## config.mk

```make
export PLATFORM = sky130hd
export DESIGN_NAME = ddid_top
export DESIGN_NICKNAME = d
export VERILOG_FILES = /design/src/hdl/ddid_pkg.sv /design/src/hdl/ddid_top.sv
export SDC_FILE = /design/constraint.sdc
export NUM_CORES = 1
export LEC_CHECK = 0
export CORE_MARGIN = 3
export CORE_UTILIZATION = 23
export DETAILED_ROUTE_END_ITERATION = 10
export DONT_BUFFER_PORTS = 1
export PLACE_DENSITY = 0.47
export SYNTH_ARGS = -nofsm -noshare
export SYNTH_HDL_FRONTEND = slang
export SYNTH_SLANG_ARGS = --single-unit
```

## constraint.sdc

```tcl
create_clock -name clk_in -period 3.24 [get_ports clk_in]
set_input_delay 0.648 -clock clk_in [delete_from_list [all_inputs] [get_ports clk_in]]
set_output_delay 0.648 -clock clk_in [all_outputs]
set_load 0.05 [all_outputs]
```

## src/hdl/ddid_pkg.sv

```systemverilog
package ddid_pkg;
    // terminal count and function code width
    localparam int unsigned N_TERM = 5;
    localparam int unsigned CODE_W = 6;
    // function selection codes
    localparam logic [5:0] C_NONE        = 6'h00;
    localparam logic [5:0] C_RESET       = 6'h01;
    localparam logic [5:0] C_COAST_LO    = 6'h02;
    localparam logic [5:0] C_CLR_FREE_LO = 6'h03;
    localparam logic [5:0] C_QSTOP_LO    = 6'h04;
    localparam logic [5:0] C_DCB_LO      = 6'h05;
    localparam logic [5:0] C_STOP_LO     = 6'h06;
    localparam logic [5:0] C_START       = 6'h07;
    localparam logic [5:0] C_LATCH       = 6'h08;
    localparam logic [5:0] C_REV         = 6'h09;
    localparam logic [5:0] C_REV_START   = 6'h0a;
    localparam logic [5:0] C_CW          = 6'h0b;
    localparam logic [5:0] C_CCW         = 6'h0c;
    localparam logic [5:0] C_INCH        = 6'h0d;
    localparam logic [5:0] C_FRZ_REF     = 6'h0e;
    localparam logic [5:0] C_FRZ_OUT     = 6'h0f;
    localparam logic [5:0] C_UP          = 6'h10;
    localparam logic [5:0] C_DOWN        = 6'h11;
    localparam logic [5:0] C_CATCH_UP    = 6'h13;
    localparam logic [5:0] C_PRESET_ON   = 6'h18;
    localparam logic [5:0] C_PRE_STOP_LO = 6'h1a;
    localparam logic [5:0] C_PRE_SS      = 6'h1b;
    localparam logic [5:0] C_PULSE_REF   = 6'h1c;
    localparam logic [5:0] C_PULSE_FB    = 6'h1d;
    localparam logic [5:0] C_PULSE_IN    = 6'h1e;
    localparam logic [5:0] C_SETUP_LSB   = 6'h1f;
    localparam logic [5:0] C_RST_START   = 6'h21;
    localparam logic [5:0] C_ENC_FIRST   = 6'h22;
    localparam logic [5:0] C_ENC_LAST    = 6'h24;
    // reset codes, terminal 0 in the low slot
    localparam logic [4:0][5:0] CODE_RST =
        {C_NONE, C_INCH, C_CLR_FREE_LO, C_REV, C_START};
    // register byte offsets
    localparam int unsigned ADDR_W   = 8;
    localparam logic [7:0]  REG_CODE0 = 8'h00;
    localparam logic [7:0]  REG_CODE4 = 8'h10;
    localparam logic [7:0]  REG_CFG   = 8'h14;
    localparam logic [7:0]  REG_STAT  = 8'h18;
    localparam logic [7:0]  REG_ADJ   = 8'h1c;
    // config bits
    localparam int unsigned CFG_PULSE_OUT = 0;
    localparam int unsigned CFG_CLOSED    = 1;
    localparam int unsigned CFG_DC_TIME   = 2;
    localparam int unsigned CFG_DC_VOLT   = 3;
    localparam logic [3:0]  CFG_RST       = 4'h0;
    // status bits
    localparam int unsigned STAT_REJECT   = 0;
    localparam int unsigned STAT_CONFLICT = 1;
    localparam int unsigned STAT_LATCH    = 2;
    localparam int unsigned STAT_RUN      = 3;
    localparam int unsigned STAT_REV      = 4;
    localparam int unsigned STAT_TERM     = 8;
    // timing
    localparam int unsigned CLK_HZ        = 50000000;
    localparam int unsigned PULSE_MIN_MS  = 14;
    localparam int unsigned PULSE_MIN_CYC =
        (PULSE_MIN_MS * (CLK_HZ / 1000));
    localparam int unsigned CNT_W         = 20;
    localparam int unsigned ADJ_W         = 16;

    typedef enum logic [1:0] {UD_IDLE, UD_HIGH, UD_LOW} ddid_ud_type;

    typedef struct packed {
        logic run;
        logic reverse;
        logic coast;
        logic quick_stop;
        logic dc_brake;
        logic ramp_stop;
        logic inch;
        logic freeze_ref;
        logic freeze_out;
        logic ramp2;
        logic step_up;
        logic step_down;
        logic step_is_ref;
        logic alarm_clear;
    } ddid_cmd_type;

    typedef struct packed {
        logic [4:0]       sync1;
        logic [4:0]       sync2;
        logic [4:0]       prev;
        logic [4:0][5:0]  codes;
        logic [3:0]       cfg;
        logic             reject;
        logic             conflict;
        logic             latch;
        logic [19:0]      lat_cnt;
        ddid_ud_type      ud;
        logic [19:0]      ud_cnt;
        logic             ud_dn;
        logic [15:0]      adj;
        ddid_cmd_type     cmd;
        logic [31:0]      prdata;
    } ddid_state_type;
endpackage : ddid_pkg

```

## src/hdl/ddid_top.sv

```systemverilog
// Overview of operation
// - each of five terminals has its own function code deciding its use
// - reset codes: start, reversing, clear-freewheel, inching, none
// - pulse, encoder and precise codes only on their allowed terminals
// - pulse codes refused on terminal 3 while digital output is pulse
// - code none produces no command at all
// - reset code clears alarm on rising edge, never a trip-locked one
// - coast inverse low turns output stage off at once
// - clear-freewheel low coasts; alarm clear on its falling edge
// - quick-stop inverse low requests quick-stop ramp down
// - dc brake low brakes only when brake time and voltage nonzero
// - stop inverse low ramps motor to zero on selected ramp
// - start code runs while high, stops while low
// - latched start: high 14 ms latches run; stop inverse clears it
// - reversing high inverts direction, no start, off in closed loop
// - reverse-and-start runs reversed; no other start; off closed loop
// - clockwise start runs forward only, anticlockwise reverse only
// - inching overrides frequency without start, not during coast, quick-stop or dc brake
// - freeze reference holds reference through stop; only up/down move
// - freeze output holds frequency; only coast/quick/dc brake stop it
// - speed up/down act only while a freeze function terminal is high
// - up/down frequency changes use the second ramp under freeze output only
// - 14 ms high then 14 ms low gives one step; both high is down
`timescale 1ns/10ps
`default_nettype none
module ddid_top
    import ddid_pkg::*;
#(
    parameter int unsigned MIN_PULSE_CYCLES = PULSE_MIN_CYC
) (
    input  wire logic               clk_in,
    input  wire logic               rstn_in,
    input  wire logic               psel_in,
    input  wire logic               penable_in,
    input  wire logic               pwrite_in,
    input  wire logic [ADDR_W-1:0]  paddr_in,
    input  wire logic [31:0]        pwdata_in,
    output logic [31:0]             prdata_out,
    output logic                    pready_out,
    output logic                    pslverr_out,
    input  wire logic [N_TERM-1:0]  term_in,
    input  wire logic               alarm_pending_in,
    input  wire logic               alarm_locked_in,
    output ddid_cmd_type            cmd_out,
    output logic [ADJ_W-1:0]        ref_adjust_out
);

    ddid_state_type s_r;
    ddid_state_type s_nxt;

    // terminals whose code equals c; never called with code none
    function automatic logic [4:0] sel(input logic [4:0][5:0] codes,
                                       input logic [5:0] c);
        logic [4:0] m;
        m = 5'h00;
        for (int i = 0; i < N_TERM; i++) begin
            m[i] = (codes[i] == c);
        end
        return m;
    endfunction : sel

    // whether code c may be stored for terminal idx
    function automatic logic legal(input int unsigned idx,
                                   input logic [5:0] c,
                                   input logic pulse_out);
        logic ok;
        ok = 1'b0;
        if (c <= C_DOWN) begin
            ok = 1'b1;
        end else if (c >= C_CATCH_UP && c <= C_PRESET_ON) begin
            ok = 1'b1;
        end else if (c >= C_SETUP_LSB && c <= C_RST_START) begin
            ok = 1'b1;
        end else if (c == C_PRE_STOP_LO || c == C_PRE_SS) begin
            ok = (idx < 2);
        end else if (c == C_PULSE_REF || c == C_PULSE_FB) begin
            ok = (idx == 4) || (idx == 3 && !pulse_out);
        end else if (c == C_PULSE_IN) begin
            ok = (idx == 4);
        end else if (c >= C_ENC_FIRST && c <= C_ENC_LAST) begin
            ok = (idx >= 3);
        end
        return ok;
    endfunction : legal

    // mapped, word aligned register address
    function automatic logic mapped(input logic [7:0] a);
        return (a[1:0] == 2'b00) && (a <= REG_ADJ);
    endfunction : mapped

    logic [4:0] lvl;
    logic [4:0] rise;
    logic [4:0] fall;
    logic       coast;
    logic       quick;
    logic       dc_req;
    logic       dc;
    logic       stop_lo;
    logic       start_hi;
    logic       start_lo;
    logic       lat_in;
    logic       rs_hi;
    logic       rs_ok;
    logic       cw;
    logic       ccw;
    logic       other_start;
    logic       run_req;
    logic       stop_any;
    logic       frz;
    logic       up_hi;
    logic       dn_hi;
    logic       ud_act;
    logic       ud_done;
    logic       wr;
    logic       clr_ev;
    logic [7:0] pmin_lo;

    // level and edge terms from the synchronised samples
    always_comb begin
        lvl      = s_r.sync2;
        rise     = s_r.sync2 & ~s_r.prev;
        fall     = ~s_r.sync2 & s_r.prev;
        coast    = |(~lvl & (sel(s_r.codes, C_COAST_LO) |
                   sel(s_r.codes, C_CLR_FREE_LO)));
        quick    = |(~lvl & sel(s_r.codes, C_QSTOP_LO));
        dc_req   = |(~lvl & sel(s_r.codes, C_DCB_LO));
        dc       = dc_req && s_r.cfg[CFG_DC_TIME] &&
                   s_r.cfg[CFG_DC_VOLT];
        stop_lo  = |(~lvl & (sel(s_r.codes, C_STOP_LO) |
                   sel(s_r.codes, C_PRE_STOP_LO)));
        start_hi = |(lvl & (sel(s_r.codes, C_START) |
                   sel(s_r.codes, C_RST_START)));
        start_lo = |(~lvl & sel(s_r.codes, C_START));
        lat_in   = |(lvl & sel(s_r.codes, C_LATCH));
        cw       = |(lvl & sel(s_r.codes, C_CW));
        ccw      = |(lvl & sel(s_r.codes, C_CCW));
        rs_hi    = |(lvl & sel(s_r.codes, C_REV_START)) &&
                   !s_r.cfg[CFG_CLOSED];
        other_start = start_hi || s_r.latch || cw || ccw;
        rs_ok    = rs_hi && !other_start;
        run_req  = start_hi || s_r.latch || rs_ok || cw || ccw;
        stop_any = coast || quick || dc || stop_lo;
        frz      = |(lvl & (sel(s_r.codes, C_FRZ_REF) |
                   sel(s_r.codes, C_FRZ_OUT)));
        up_hi    = |(lvl & sel(s_r.codes, C_UP));
        dn_hi    = |(lvl & sel(s_r.codes, C_DOWN));
        ud_act   = up_hi || dn_hi;
        ud_done  = (s_r.ud == UD_LOW) && !ud_act &&
                   (s_r.ud_cnt == CNT_W'(MIN_PULSE_CYCLES - 1));
        clr_ev   = |(rise & sel(s_r.codes, C_RESET)) ||
                   |(fall & sel(s_r.codes, C_CLR_FREE_LO)) ||
                   |(rise & sel(s_r.codes, C_RST_START));
        wr       = psel_in && penable_in && pwrite_in;
        pmin_lo  = paddr_in;
    end

    // next state: inputs, commands, timers and register file
    always_comb begin
        s_nxt       = s_r;
        s_nxt.sync1 = term_in;
        s_nxt.sync2 = s_r.sync1;
        s_nxt.prev  = s_r.sync2;

        // latched start: pulse must be held the full minimum time
        if (!lat_in) begin
            s_nxt.lat_cnt = '0;
        end else if (s_r.lat_cnt != CNT_W'(MIN_PULSE_CYCLES)) begin
            s_nxt.lat_cnt = s_r.lat_cnt + 20'h00001;
        end
        if (stop_lo) begin
            s_nxt.latch = 1'b0;
        end else if (lat_in && !stop_any &&
                     s_r.lat_cnt == CNT_W'(MIN_PULSE_CYCLES - 1)) begin
            s_nxt.latch = 1'b1;
        end

        // under freeze output only hard stops may end the run
        if (s_r.cmd.freeze_out && s_r.cmd.run) begin
            s_nxt.cmd.run = !(coast || quick || dc);
        end else begin
            s_nxt.cmd.run = run_req && !stop_any;
        end
        if (cw) begin
            s_nxt.cmd.reverse = 1'b0;
        end else if (ccw || rs_ok) begin
            s_nxt.cmd.reverse = 1'b1;
        end else begin
            s_nxt.cmd.reverse = |(lvl & sel(s_r.codes, C_REV)) &&
                                !s_r.cfg[CFG_CLOSED];
        end
        s_nxt.cmd.coast      = coast;
        s_nxt.cmd.quick_stop = quick;
        s_nxt.cmd.dc_brake   = dc;
        s_nxt.cmd.ramp_stop  = stop_lo || start_lo;
        s_nxt.cmd.inch       = |(lvl & sel(s_r.codes, C_INCH)) &&
                               !(coast || quick || dc);
        s_nxt.cmd.freeze_ref = |(lvl & sel(s_r.codes, C_FRZ_REF));
        s_nxt.cmd.freeze_out = |(lvl & sel(s_r.codes, C_FRZ_OUT));
        s_nxt.cmd.ramp2      = s_nxt.cmd.freeze_out && frz;
        s_nxt.cmd.alarm_clear = clr_ev && alarm_pending_in &&
                                !alarm_locked_in;
        if (rs_hi && other_start) begin
            s_nxt.conflict = 1'b1;
        end

        // up/down pulse qualifier: high time, then low time, then a step
        s_nxt.cmd.step_up     = 1'b0;
        s_nxt.cmd.step_down   = 1'b0;
        s_nxt.cmd.step_is_ref = s_r.cmd.freeze_ref;
        case (s_r.ud)
            UD_IDLE: begin
                if (ud_act) begin
                    s_nxt.ud     = UD_HIGH;
                    s_nxt.ud_cnt = 20'h00001;
                    s_nxt.ud_dn  = dn_hi;
                end
            end
            UD_HIGH: begin
                s_nxt.ud_dn = s_r.ud_dn || dn_hi;
                if (!ud_act) begin
                    s_nxt.ud_cnt = 20'h00001;
                    s_nxt.ud = (s_r.ud_cnt >= CNT_W'(MIN_PULSE_CYCLES)) ?
                               UD_LOW : UD_IDLE;
                end else if (s_r.ud_cnt != CNT_W'(MIN_PULSE_CYCLES)) begin
                    s_nxt.ud_cnt = s_r.ud_cnt + 20'h00001;
                end
            end
            UD_LOW: begin
                if (ud_act) begin
                    // break too short: start over as a fresh pulse
                    s_nxt.ud     = UD_HIGH;
                    s_nxt.ud_cnt = 20'h00001;
                    s_nxt.ud_dn  = dn_hi;
                end else if (ud_done) begin
                    s_nxt.ud = UD_IDLE;
                    if (frz) begin
                        s_nxt.cmd.step_down = s_r.ud_dn;
                        s_nxt.cmd.step_up   = !s_r.ud_dn;
                    end
                    if (frz && s_r.cmd.freeze_ref) begin
                        s_nxt.adj = s_r.ud_dn ? s_r.adj - 16'h0001 :
                                    s_r.adj + 16'h0001;
                    end
                end else begin
                    s_nxt.ud_cnt = s_r.ud_cnt + 20'h00001;
                end
            end
            default: begin
                s_nxt.ud = UD_IDLE;
            end
        endcase

        // register writes; a refused code keeps the old one
        if (wr && mapped(pmin_lo)) begin
            if (pmin_lo <= REG_CODE4) begin
                if (legal(int'(pmin_lo[4:2]), pwdata_in[5:0],
                          s_r.cfg[CFG_PULSE_OUT])) begin
                    s_nxt.codes[pmin_lo[4:2]] = pwdata_in[5:0];
                end else begin
                    s_nxt.reject = 1'b1;
                end
            end else if (pmin_lo == REG_CFG) begin
                s_nxt.cfg = pwdata_in[3:0];
            end else if (pmin_lo == REG_STAT) begin
                // write one clears, but a same-cycle conflict still wins
                if (pwdata_in[STAT_REJECT]) begin
                    s_nxt.reject = 1'b0;
                end
                if (pwdata_in[STAT_CONFLICT] && !(rs_hi && other_start)) begin
                    s_nxt.conflict = 1'b0;
                end
            end else begin
                s_nxt.adj = pwdata_in[15:0];
            end
        end

        // read data captured in the setup phase, zero for holes
        if (psel_in && !penable_in) begin
            s_nxt.prdata = 32'h00000000;
            if (mapped(pmin_lo) && pmin_lo <= REG_CODE4) begin
                s_nxt.prdata[5:0] = s_r.codes[pmin_lo[4:2]];
            end else if (mapped(pmin_lo) && pmin_lo == REG_CFG) begin
                s_nxt.prdata[3:0] = s_r.cfg;
            end else if (mapped(pmin_lo) && pmin_lo == REG_STAT) begin
                s_nxt.prdata[STAT_REJECT]   = s_r.reject;
                s_nxt.prdata[STAT_CONFLICT] = s_r.conflict;
                s_nxt.prdata[STAT_LATCH]    = s_r.latch;
                s_nxt.prdata[STAT_RUN]      = s_r.cmd.run;
                s_nxt.prdata[STAT_REV]      = s_r.cmd.reverse;
                s_nxt.prdata[STAT_TERM +: 5] = s_r.sync2;
            end else if (mapped(pmin_lo)) begin
                s_nxt.prdata[15:0] = s_r.adj;
            end
        end
    end

    // single state register; first sync stage feeds only the second
    always_ff @(posedge clk_in or negedge rstn_in) begin
        if (!rstn_in) begin
            s_r       <= '0;
            s_r.codes <= CODE_RST;
            s_r.cfg   <= CFG_RST;
            s_r.ud    <= UD_IDLE;
        end else begin
            s_r <= s_nxt;
        end
    end

    // outputs; the slave never inserts wait states
    assign pready_out     = 1'b1;
    assign pslverr_out    = psel_in && penable_in && !mapped(paddr_in);
    assign prdata_out     = s_r.prdata;
    assign cmd_out        = s_r.cmd;
    assign ref_adjust_out = s_r.adj;
endmodule : ddid_top
`default_nettype wire

```

# Yosys cells after proc, flatten, opt, wreduce, memory -nomap -nowiden
# Index checks and enable logic that the tools add are counted.
[totals]
regBits = 141
latch_bits = 0
mem_bits_rw = 0
romBits = 0
inputBits = 52
out_inout_bits = 64
word_cells = 354
memories = 0
[classes]
addsub = 4
multipliers = 0
n_div = 0
magnitude_cmp = 14
eq_ne = 119
shift = 0
muxes = 63
bitwise = 29
reduce_logical = 93
[op_table]
columns = ["operator", "n"]
rows = [
  ["$eq A6 B4 Y1 const B", 40],
  ["$mux W16", 10],
  ["$eq A6 B3 Y1 const B", 20],
  ["$eq A6 B5 Y1 const B", 20],
  ["$and A5 B5 Y5", 22],
  ["$mux W20", 5],
  ["$reduce_or A5 Y1", 20],
  ["$pmux W21 S3", 1],
  ["$eq A6 B2 Y1 const B", 10],
  ["$add A20 B1 Y20 const B", 2],
  ["$eq A20 B20 Y1 const B", 2],
  ["$ne A20 B20 Y1 const B", 2],
  ["$logic_and A1 B1 Y1", 32],
  ["$bwmux W30", 1],
  ["$eq A6 B1 Y1 const B", 5],
  ["$eq A6 B6 Y1 const B", 5],
  ["$mux W23", 1],
  ["$mux W1", 22],
  ["$mux W22", 1],
  ["$ge A20 B20 Y1 const B", 1],
  ["$or A5 B5 Y5", 4],
  ["$bmux W6 S3", 1],
  ["$demux W6 S3", 1],
  ["$logic_or A1 B1 Y1", 18],
  ["36 further kinds", 76],
]

# Longest topological paths before layout
# Gate-level depths: netlist of the first run.
[logic_depth]
ltp_word = 15
mapped_depth = 11
depth_no_buf = 9

# Worst setup path before layout of the first run
# No wires, ideal clock.
[synth_path]
kind = "register -> register"
from = "reg s_r[112] (netlist bit)"
to = "reg s_r[67] (netlist bit)"
setup_time_ns = 0.131
arrival_ns = 2.978
required_ns = 3.109
setup_slack_ns = 0.130
stages_incl_launch_ff = 12
n_path_buf = 3
period_less_slack_ns = 3.110
cell_sequence = "dfstp_2 -> buf_2 -> nor2_1 -> and4_4 -> or4_4 -> nor4_4 -> mux2i_1 -> clkbuf_1 -> nand2b_1 -> clkbuf_1 -> a2bb2oi_1 -> o31ai_2"
[synth_via]
elab_chain_cells = 9
word_cells_on_any_way = 17
classes_between = "eq/ne: 5; mux: 3; bitwise: 2; reduce/logical: 7"
[synth_rtl]
columns = ["element", "line_no", "source"]
rows = [
  ["from (decl)", "ddid_top.sv:48", "ddid_state_type s_r;"],
  ["from (signal assigned)", "ddid_top.sv:305", "s_r <= s_nxt;"],
  ["$eq A6 B5 Y1", "ddid_top.sv:57", "m[i] = (codes[i] == c);"],
  ["$and A5 B5 Y5, on equally long branches", "ddid_top.sv:145, ddid_top.sv:146", ""],
  ["$reduce_or A5 Y1, on equally long branches", "ddid_top.sv:145, ddid_top.sv:146", ""],
  ["$logic_or A1 B1 Y1 *", "ddid_top.sv:147", "ud_act = up_hi || dn_hi;"],
  ["$logic_not A1 Y1", "--", ""],
  ["$logic_and A1 B1 Y1 (2 in series)", "ddid_top.sv:148", "ud_done = (s_r.ud == UD_LOW) && !ud_act &&"],
  ["$ne A3 B3 Y1 (no source line)", "--", ""],
  ["$reduce_and A4 Y1 (no source line)", "--", ""],
]
# Every way passes the cells marked *; elsewhere a longest branch is shown, timed or not.
# A chain may end at the register's enable or synchronous reset.

# Final worst setup path of the first run
[layout_path]
from = "reg s_r[130] (netlist bit)"
to = "reg s_r[75] (netlist bit)"
# The elaborated chain is that of the path after synthesis.

==> impl_metrics.ini, run 1 <==
[critical_path]
max_stage_delay_ps = 580
crit_chain = nand2b_1 -> or4_1 -> o211ai_1 -> nor4_4 -> buf_4 -> buf_4 -> o21a_1 -> or4_4 -> buf_6 -> o41ai_2
cp-start-kind = flip-flop
cp_top_family = simple AND/OR/NAND/NOR gates
cp.required_ps = 3560
r2r_cells = 10
path_buf_inv = 3
cp_max_fo = 12
cp_common_cell = buf_4
slowest_stage = dfstp_2
path_class = reg2reg
worstSetupEndpointType = flip-flop
cp.arrival_ps = 3400
r2r_start = s_r[130]$_DFFE_PN1P_
path_depth = 10
crit_start = s_r[130]$_DFFE_PN1P_

[power]
ir_worst_vdd_mv = 0.271
leakage_nw = 4.25
power.density_mw_per_mm2 = 421

[placement]
placed_area_mm2 = 0.00977
dp_hpwl_mm = 20.6
place_congestion = 0.890
io_buffer_count = 0

[cts]
cts_made_buffers = 17
clk_pin_slew_ps = 70
clock_sinks = 141
clock_tree.root_cell = clkbuf_16
cts_buffer_depth = 2
htreeDepth = 4
clk_latency_ps = 430
cts_tree = built

[synthesis]
netlist_area_mm2 = 0.00923
yosysTopAreaCell = dfrtp_1
synth_top_area_share_pct = 35.5
yosysSeqAreaShare_pct = 38.4
yosys_warnings = 0
synthCells = 1017
synth_ff_type = dfrtp_1
synthArstFlopShare_pct = 100
synth-edff-count = 0
synth-seq-cells = 141
syn_avg_cell_area_um2 = 9.07
synth_cell_types = 79
synth.area.top_cells = dfrtp_1 36%, buf_4 5.4%, mux2_2 4.8%, nor2_1 3.8%, nand2_1 3.4%

[global_routing]
gr-total-overflow = 0
grt_first_pass_wirelength_mm = 43.9
grt_pass1_vias = 7119
grt_usage_pct = 13.3
grt_max_degree = 142
antenna_found_initial = 1

[timing]
final_hold_viol_count = 131
fin_crit_ps = 3080
hold_ws_ps = -100
relSlewSlack_pct = 53.1
fmax_ghz = 0.325
maxSlewViolCount = 0
fin_crit_sh_pct = 94.9
finalSetupTns_ps = 0
finalSetupViolCount = 0
tightest_slew_ps = 694
finClkSkew_ps = 15.8
rsz0062_at_grt = no

[detailed_routing]
drc_errors = 0
num_vias = 7617
wl_mm = 28.3
antenna_left = 0
firstDrtPassIters = 6
wl_per_cell_um = 18.4
viasPerCell = 4.96
drt_iter0_markers = 689

[finish]
layout.nets = 1081
area_delta_synth_final_pct = 12.3
fin_util_pct = 26.5
drive_above_1_share_pct = 17.6
fin_area_mm2 = 0.0104
n_antenna_cell = 0

[run_status]
status = finished with violations
violations = negative hold slack

[hold_path]
hold_path_class = in2async

[job]
cap_violations = 0

[floorplanning]
io_pins = 116
dieHeight_um = 206
start_util_pct = 23.6
dieArea_mm2 = 0.0426
coreArea_mm2 = 0.0391
rows = 72
die_w_um = 206
==> metal layers <==
layer | part of all wire (%) | GRT usage, % | up-vias
li1 | - | - | 3612
met1 | 48 | 19.0 | 3761
met2 | 45 | 20.5 | 225
met3 | 5.2 | 3.17 | 19
met4 | 1.4 | 3.03 | 0
met5 | 0 | 0 | -
==> path summary, 6_finish.rpt <==
path                                             end  slack (ps)
max                              s_r[75]$_DFFE_PN0P_         160
max reg2reg                      s_r[75]$_DFFE_PN0P_         160
min reg2reg                         lvl[1]$_DFF_PN0_         350
min in group clk_in             s_nxt[148]$_DFF_PN0_         240
max in group asynchronous       s_r[121]$_DFFE_PN1P_        3080
min                        prdata_out[2]$_DFFE_PN0P_        -100
==> area by class of cell <==
class                           instances  area, um2
Inverter                               20       75.1
Multi-Input combinational cell        754       4970
Tap cell                              518        648
Timing Repair Buffer                   72        557
Sequential cell                       141       3540
Clock buffer                           17        425
Clock inverter                         15        143
Fill cell                            4193      28700
==> where the power goes <==
group          total, mW  leakage, nW  switching, mW  internal [mW]
clock network       1.95        0.276          0.926           1.02
registers           1.89         1.83         0.0859           1.80
logic              0.521         2.14          0.350          0.171
total               4.36         4.25           1.36           2.99
==> worst register-to-register path: cells and delay by family, from the launching register on <==
family	cells	cell delay [ps]
and+or+nand+nor	4	1250
buffers and inverters	3	510
AOI/OAI and AO/OA	3	620
DFF	1	580
==> cells in the final DEF, fill, tap and decap left out, types with 7 or more instances in the layout <==
cell	synthesis	routed
dfrtp_1	131	131
nor2_1	93	93
nand2_1	84	84
buf_4	66	70
a21oi_1	50	50
nand3_1	46	46
mux2_2	39	39
nand4_1	28	28
nor3_1	25	25
o21ai_0	23	23
mux2i_1	23	23
ha_1	22	22
and3_1	20	20
inv_1	19	19
nand2b_1	20	19
xnor2_1	18	18
xor2_1	17	17
conb_1	2	17
clkbuf_16	0	17
nor2b_1	16	16
nor4_1	15	15
a31oi_1	14	14
o22ai_1	13	13
nor3b_1	11	11
a22o_1	11	11
dfstp_2	10	10
a2bb2oi_1	9	9
a211oi_1	8	8
and2_1	7	7
nor4b_1	7	7
a22oi_1	7	7
o31ai_1	7	7
==> state kept, by name, summed over array words and instances (netlist names) <==
signal	count
s_r	85
lvl	5
s_nxt	5
ref_adjust_out	16
prdata_out	16
cmd_out	14
==> logic make-up after synthesis <==
group	Yosys count	share of synthesized area, %
simple gates	415	24.1
compound gates	201	15.0
flops	141	38.4
buf+inv	137	8.50
mux	63	7.50
xor+xnor	35	3.32
fa+ha+maj	23	3.20
other cells	2	0.0814
==> through the flow <==
stage	setup WS, ps	hold WS [ps]	cells	power, mW
2_1_floorplan	130	331	1032	2.37
3_3_place_gp	75.9	340	1504	2.44
3_5_place_dp	32.2	338	1504	2.44
4_1_cts	2.62	-116	1536	4.41
5_1_grt	43.7	-126	1537	4.56
6_report	164	-100	1537	4.36
==> cells in the mapped netlist, types with 13 or more instances <==
library cell,number
ha_1,22
xor2_1,17
nor2b_1,16
inv_1,19
mux2_2,39
nand2b_1,20
nand4_1,28
buf_4,66
o21ai_0,23
a31oi_1,14
xnor2_1,18
mux2i_1,23
nand2_1,84
dfrtp_1,131
and3_1,20
nor2_1,93
nor3_1,25
nor4_1,15
o22ai_1,13
a21oi_1,50
clkbuf_1,41
nand3_1,46
==> repair_timing <==
item / CTS / global route
endpoints found under the hold margin: 131 / 131
setup endpoints to repair: 0 / 14
resized for setup: 0 / 4
setup buffers: 0 / 1
(Power assumes the default switching activity.)
==> run 2, diff against run 1 <==
--- a/config.mk
+++ b/config.mk
@@ -5,6 +5,7 @@
 export SDC_FILE = /design/constraint.sdc
 export NUM_CORES = 1
 export LEC_CHECK = 0
+export ABC_AREA = 1
 export CORE_MARGIN = 3
 export CORE_UTILIZATION = 23
 export DETAILED_ROUTE_END_ITERATION = 10
==> impl_metrics.ini, run 2 <==
[timing]
rsz0062_at_grt = no
hold_ws_ps = -108
final_hold_viol_count = 131
finalSetupTns_ps = 0
maxSlewViolCount = 0
tightest_slew_ps = 868
relSlewSlack_pct = 42.1
finalSetupViolCount = 0
fin_crit_ps = 2710
fin_crit_sh_pct = 83.7
finClkSkew_ps = 12.3
fmax_ghz = 0.369

[critical_path]
crit_chain = inv_1 -> nand2_2 -> nor2_1 -> nand2_1 -> nand2_1 -> nor2_4 -> nand2_4 -> inv_6 -> nor2_2 -> nand2_2 -> nand2_4 -> nor2_8 -> nand2_1 -> o21ai_2
path_buf_inv = 2
cp_top_family = simple AND/OR/NAND/NOR gates
cp.required_ps = 3630
cp-start-kind = flip-flop
r2r_start = s_r[133]$_DFFE_PN1P_
r2r_cells = 14
cp_max_fo = 32
cp_common_cell = nand2_1
slowest_stage = dfstp_2
cp.arrival_ps = 3100
worstSetupEndpointType = flip-flop
max_stage_delay_ps = 530
r2r_end = s_r[77]$_DFFE_PN0P_
path_class = reg2reg
crit_start = s_r[133]$_DFFE_PN1P_
r2r_slack_ps = 530
path_depth = 14

[detailed_routing]
num_vias = 9539
wl_per_cell_um = 16.8
viasPerCell = 4.70
drt_iter0_markers = 799
wl_met1_mm = 15.3
antenna_left = 0
wl_mm = 34.1
route.met3.wl_mm = 2.33
wl_met2_mm = 15.6
routed.top_layer = met5
firstDrtPassIters = 5
drc_errors = 0

[finish]
drive_above_1_share_pct = 9.49
fin_util_pct = 25.4
top_register = s_r
nFillCells = 4836
final_common_cell = nand2_1
layout_common_cells = 361 x nand2_1, 177 x inv_1, 131 x dfrtp_1
area_delta_synth_final_pct = 8.64
regArea_mm2 = 0.00354
largest_register_ffs = 85
layout.nets = 1505
n_antenna_cell = 0
fin_cells = 2028
multi_input_area_mm2 = 0.00528

[floorplanning]
rows = 76
dieHeight_um = 216
dieArea_mm2 = 0.0467
start_util_pct = 23.4
io_pins = 116
die_w_um = 216
coreArea_mm2 = 0.0434

[global_routing]
antenna_found_initial = 2
gr-total-overflow = 0
grt_max_degree = 142
grt_usage_pct = 14.7
grt_first_pass_wirelength_mm = 53.2
grt_pass1_vias = 9034

[synthesis]
synth_ff_type = dfrtp_1
synthAdderAreaFrac_pct = 2.91
synth-edff-count = 0
yosysTopAreaCell = dfrtp_1
netlist_area_mm2 = 0.0101
synth-compound-area-share_pct = 11.8
yosys_warnings = 0
synthCells = 1468
syn_avg_cell_area_um2 = 6.91
yosysMostFrequentCell = nand2_1
yosysSeqAreaShare_pct = 34.9
synth_top_area_share_pct = 32.3
yosys.area_share.simple_pct = 34.7
synth_cell_types = 56
synth-seq-cells = 141
synth_xor_area_share_pct = 1.98
synth.area.top_cells = dfrtp_1 32%, nand2_1 13%, inv_1 6.5%, nand3_1 6.3%, buf_4 5.0%
synth_top_family_by_area = simple AND/OR/NAND/NOR gates
ys_top_cells_by_count = 361 x nand2_1, 177 x inv_1, 131 x dfrtp_1
muxShareOfSynthArea_pct = 0
synthArstFlopShare_pct = 100

[placement]
place_congestion = 0.934
placedCellCount = 1996
dp_hpwl_mm = 26.3
io_buffer_count = 0

[cts]
cts_resized = 0
cts_tree = built
clock_sinks = 141
htreeDepth = 4
cts_made_buffers = 17
clk_latency_ps = 460
post-cts-setup-buffers = 0
clk_pin_slew_ps = 70
cts_buffer_depth = 2
clock_tree.root_cell = clkbuf_16

[job]
cap_violations = 0

[power]
leakage_nw = 5.03
seq_power_share_pct = 42.5
p_clk_share_pct = 43.5
power.density_mw_per_mm2 = 413
power.internal_mw = 2.99
ir_worst_vdd_mv = 0.399
switching_power_mw = 1.56
combPwrFrac_pct = 14.0
switching_share_pct = 34.3

[run_status]
status = finished with violations
violations = negative hold slack

[hold_path]
hold_path_class = in2async
==> run 2: cell types whose count changed in the layout (fill, tap and decap cells not counted), moves of 18 or more <==
cell      before  now
nor2_1        93  128
nand3_1       46  128
nand4_1       28   57
buf_4         70   20
nand2_1       84  361
nand2b_1      19    0
o21ai_0       23   91
and3_1        20    1
mux2_2        39    0
mux2i_1       23    0
inv_1         19  177
nor3_1        25   43
==> run 2: power groups by stage <==
stage | sequential [mW] | clock, mW | combinational, mW
6_report | 1.93 | 1.98 | 0.637
5_1_grt | 1.94 | 2.13 | 0.703
4_1_cts | 1.93 | 2.05 | 0.640
3_5_place_dp | 1.97 | 0 | 0.640
3_3_place_gp | 1.97 | 0 | 0.633
2_1_floorplan | 1.87 | 0 | 0.644
==> run 2: metrics by stage <==
step | area, um2 | setup WS (ps) | power, mW
after floorplan | 10200 | 1110 | 2.51
after global placement | 10400 | 552 | 2.60
after detailed placement | 10400 | 538 | 2.61
after CTS | 11000 | 543 | 4.62
after global routing | 11000 | 290 | 4.77
final | 11000 | 529 | 4.55
==> run 2: how the worst max path moves through the flow <==
stage                          endpoint  slack [ps]
finish              s_r[77]$_DFFE_PN0P_         530
global placement    s_r[77]$_DFFE_PN0P_         550
CTS                 s_r[65]$_DFFE_PN0P_         540
detailed placement  s_r[77]$_DFFE_PN0P_         540
floorplan                   pslverr_out        1110
global route        s_r[65]$_DFFE_PN0P_         290
==> run 2: worst register-to-register path, stage by stage, from the launching register on <==
cell     delay [ps]
dfstp_2         530
inv_1           110
nand2_2         110
nor2_1           70
nand2_1          90
nand2_1         120
nor2_4          260
nand2_4         230
inv_6           230
nor2_2           70
nand2_2         100
nand2_4          70
nor2_8          460
nand2_1         130
o21ai_2          80
==> run 2: layer usage <==
metal	vias to the layer above	track usage [%]
met1	4512	19.5
met2	295	23.3
met4	4	5.12
met5	-	0
li1	4679	-
met3	49	3.79
==> run 2: layout make-up <==
type	instances	share of cell area [%]
timing repair buffer	20	1.36
clock inverter	14	1.29
tap	585	6.64
multi-input combinational	1055	47.9
inverter	195	6.68
sequential	141	32.1
clock buffer	18	3.98
==> run 2: cells by family after synthesis <==
group,Yosys count
simple gates,778
buf+inv,287
compound gates,214
flops,141
xor+xnor,23
fa+ha+maj,23
other cells,2
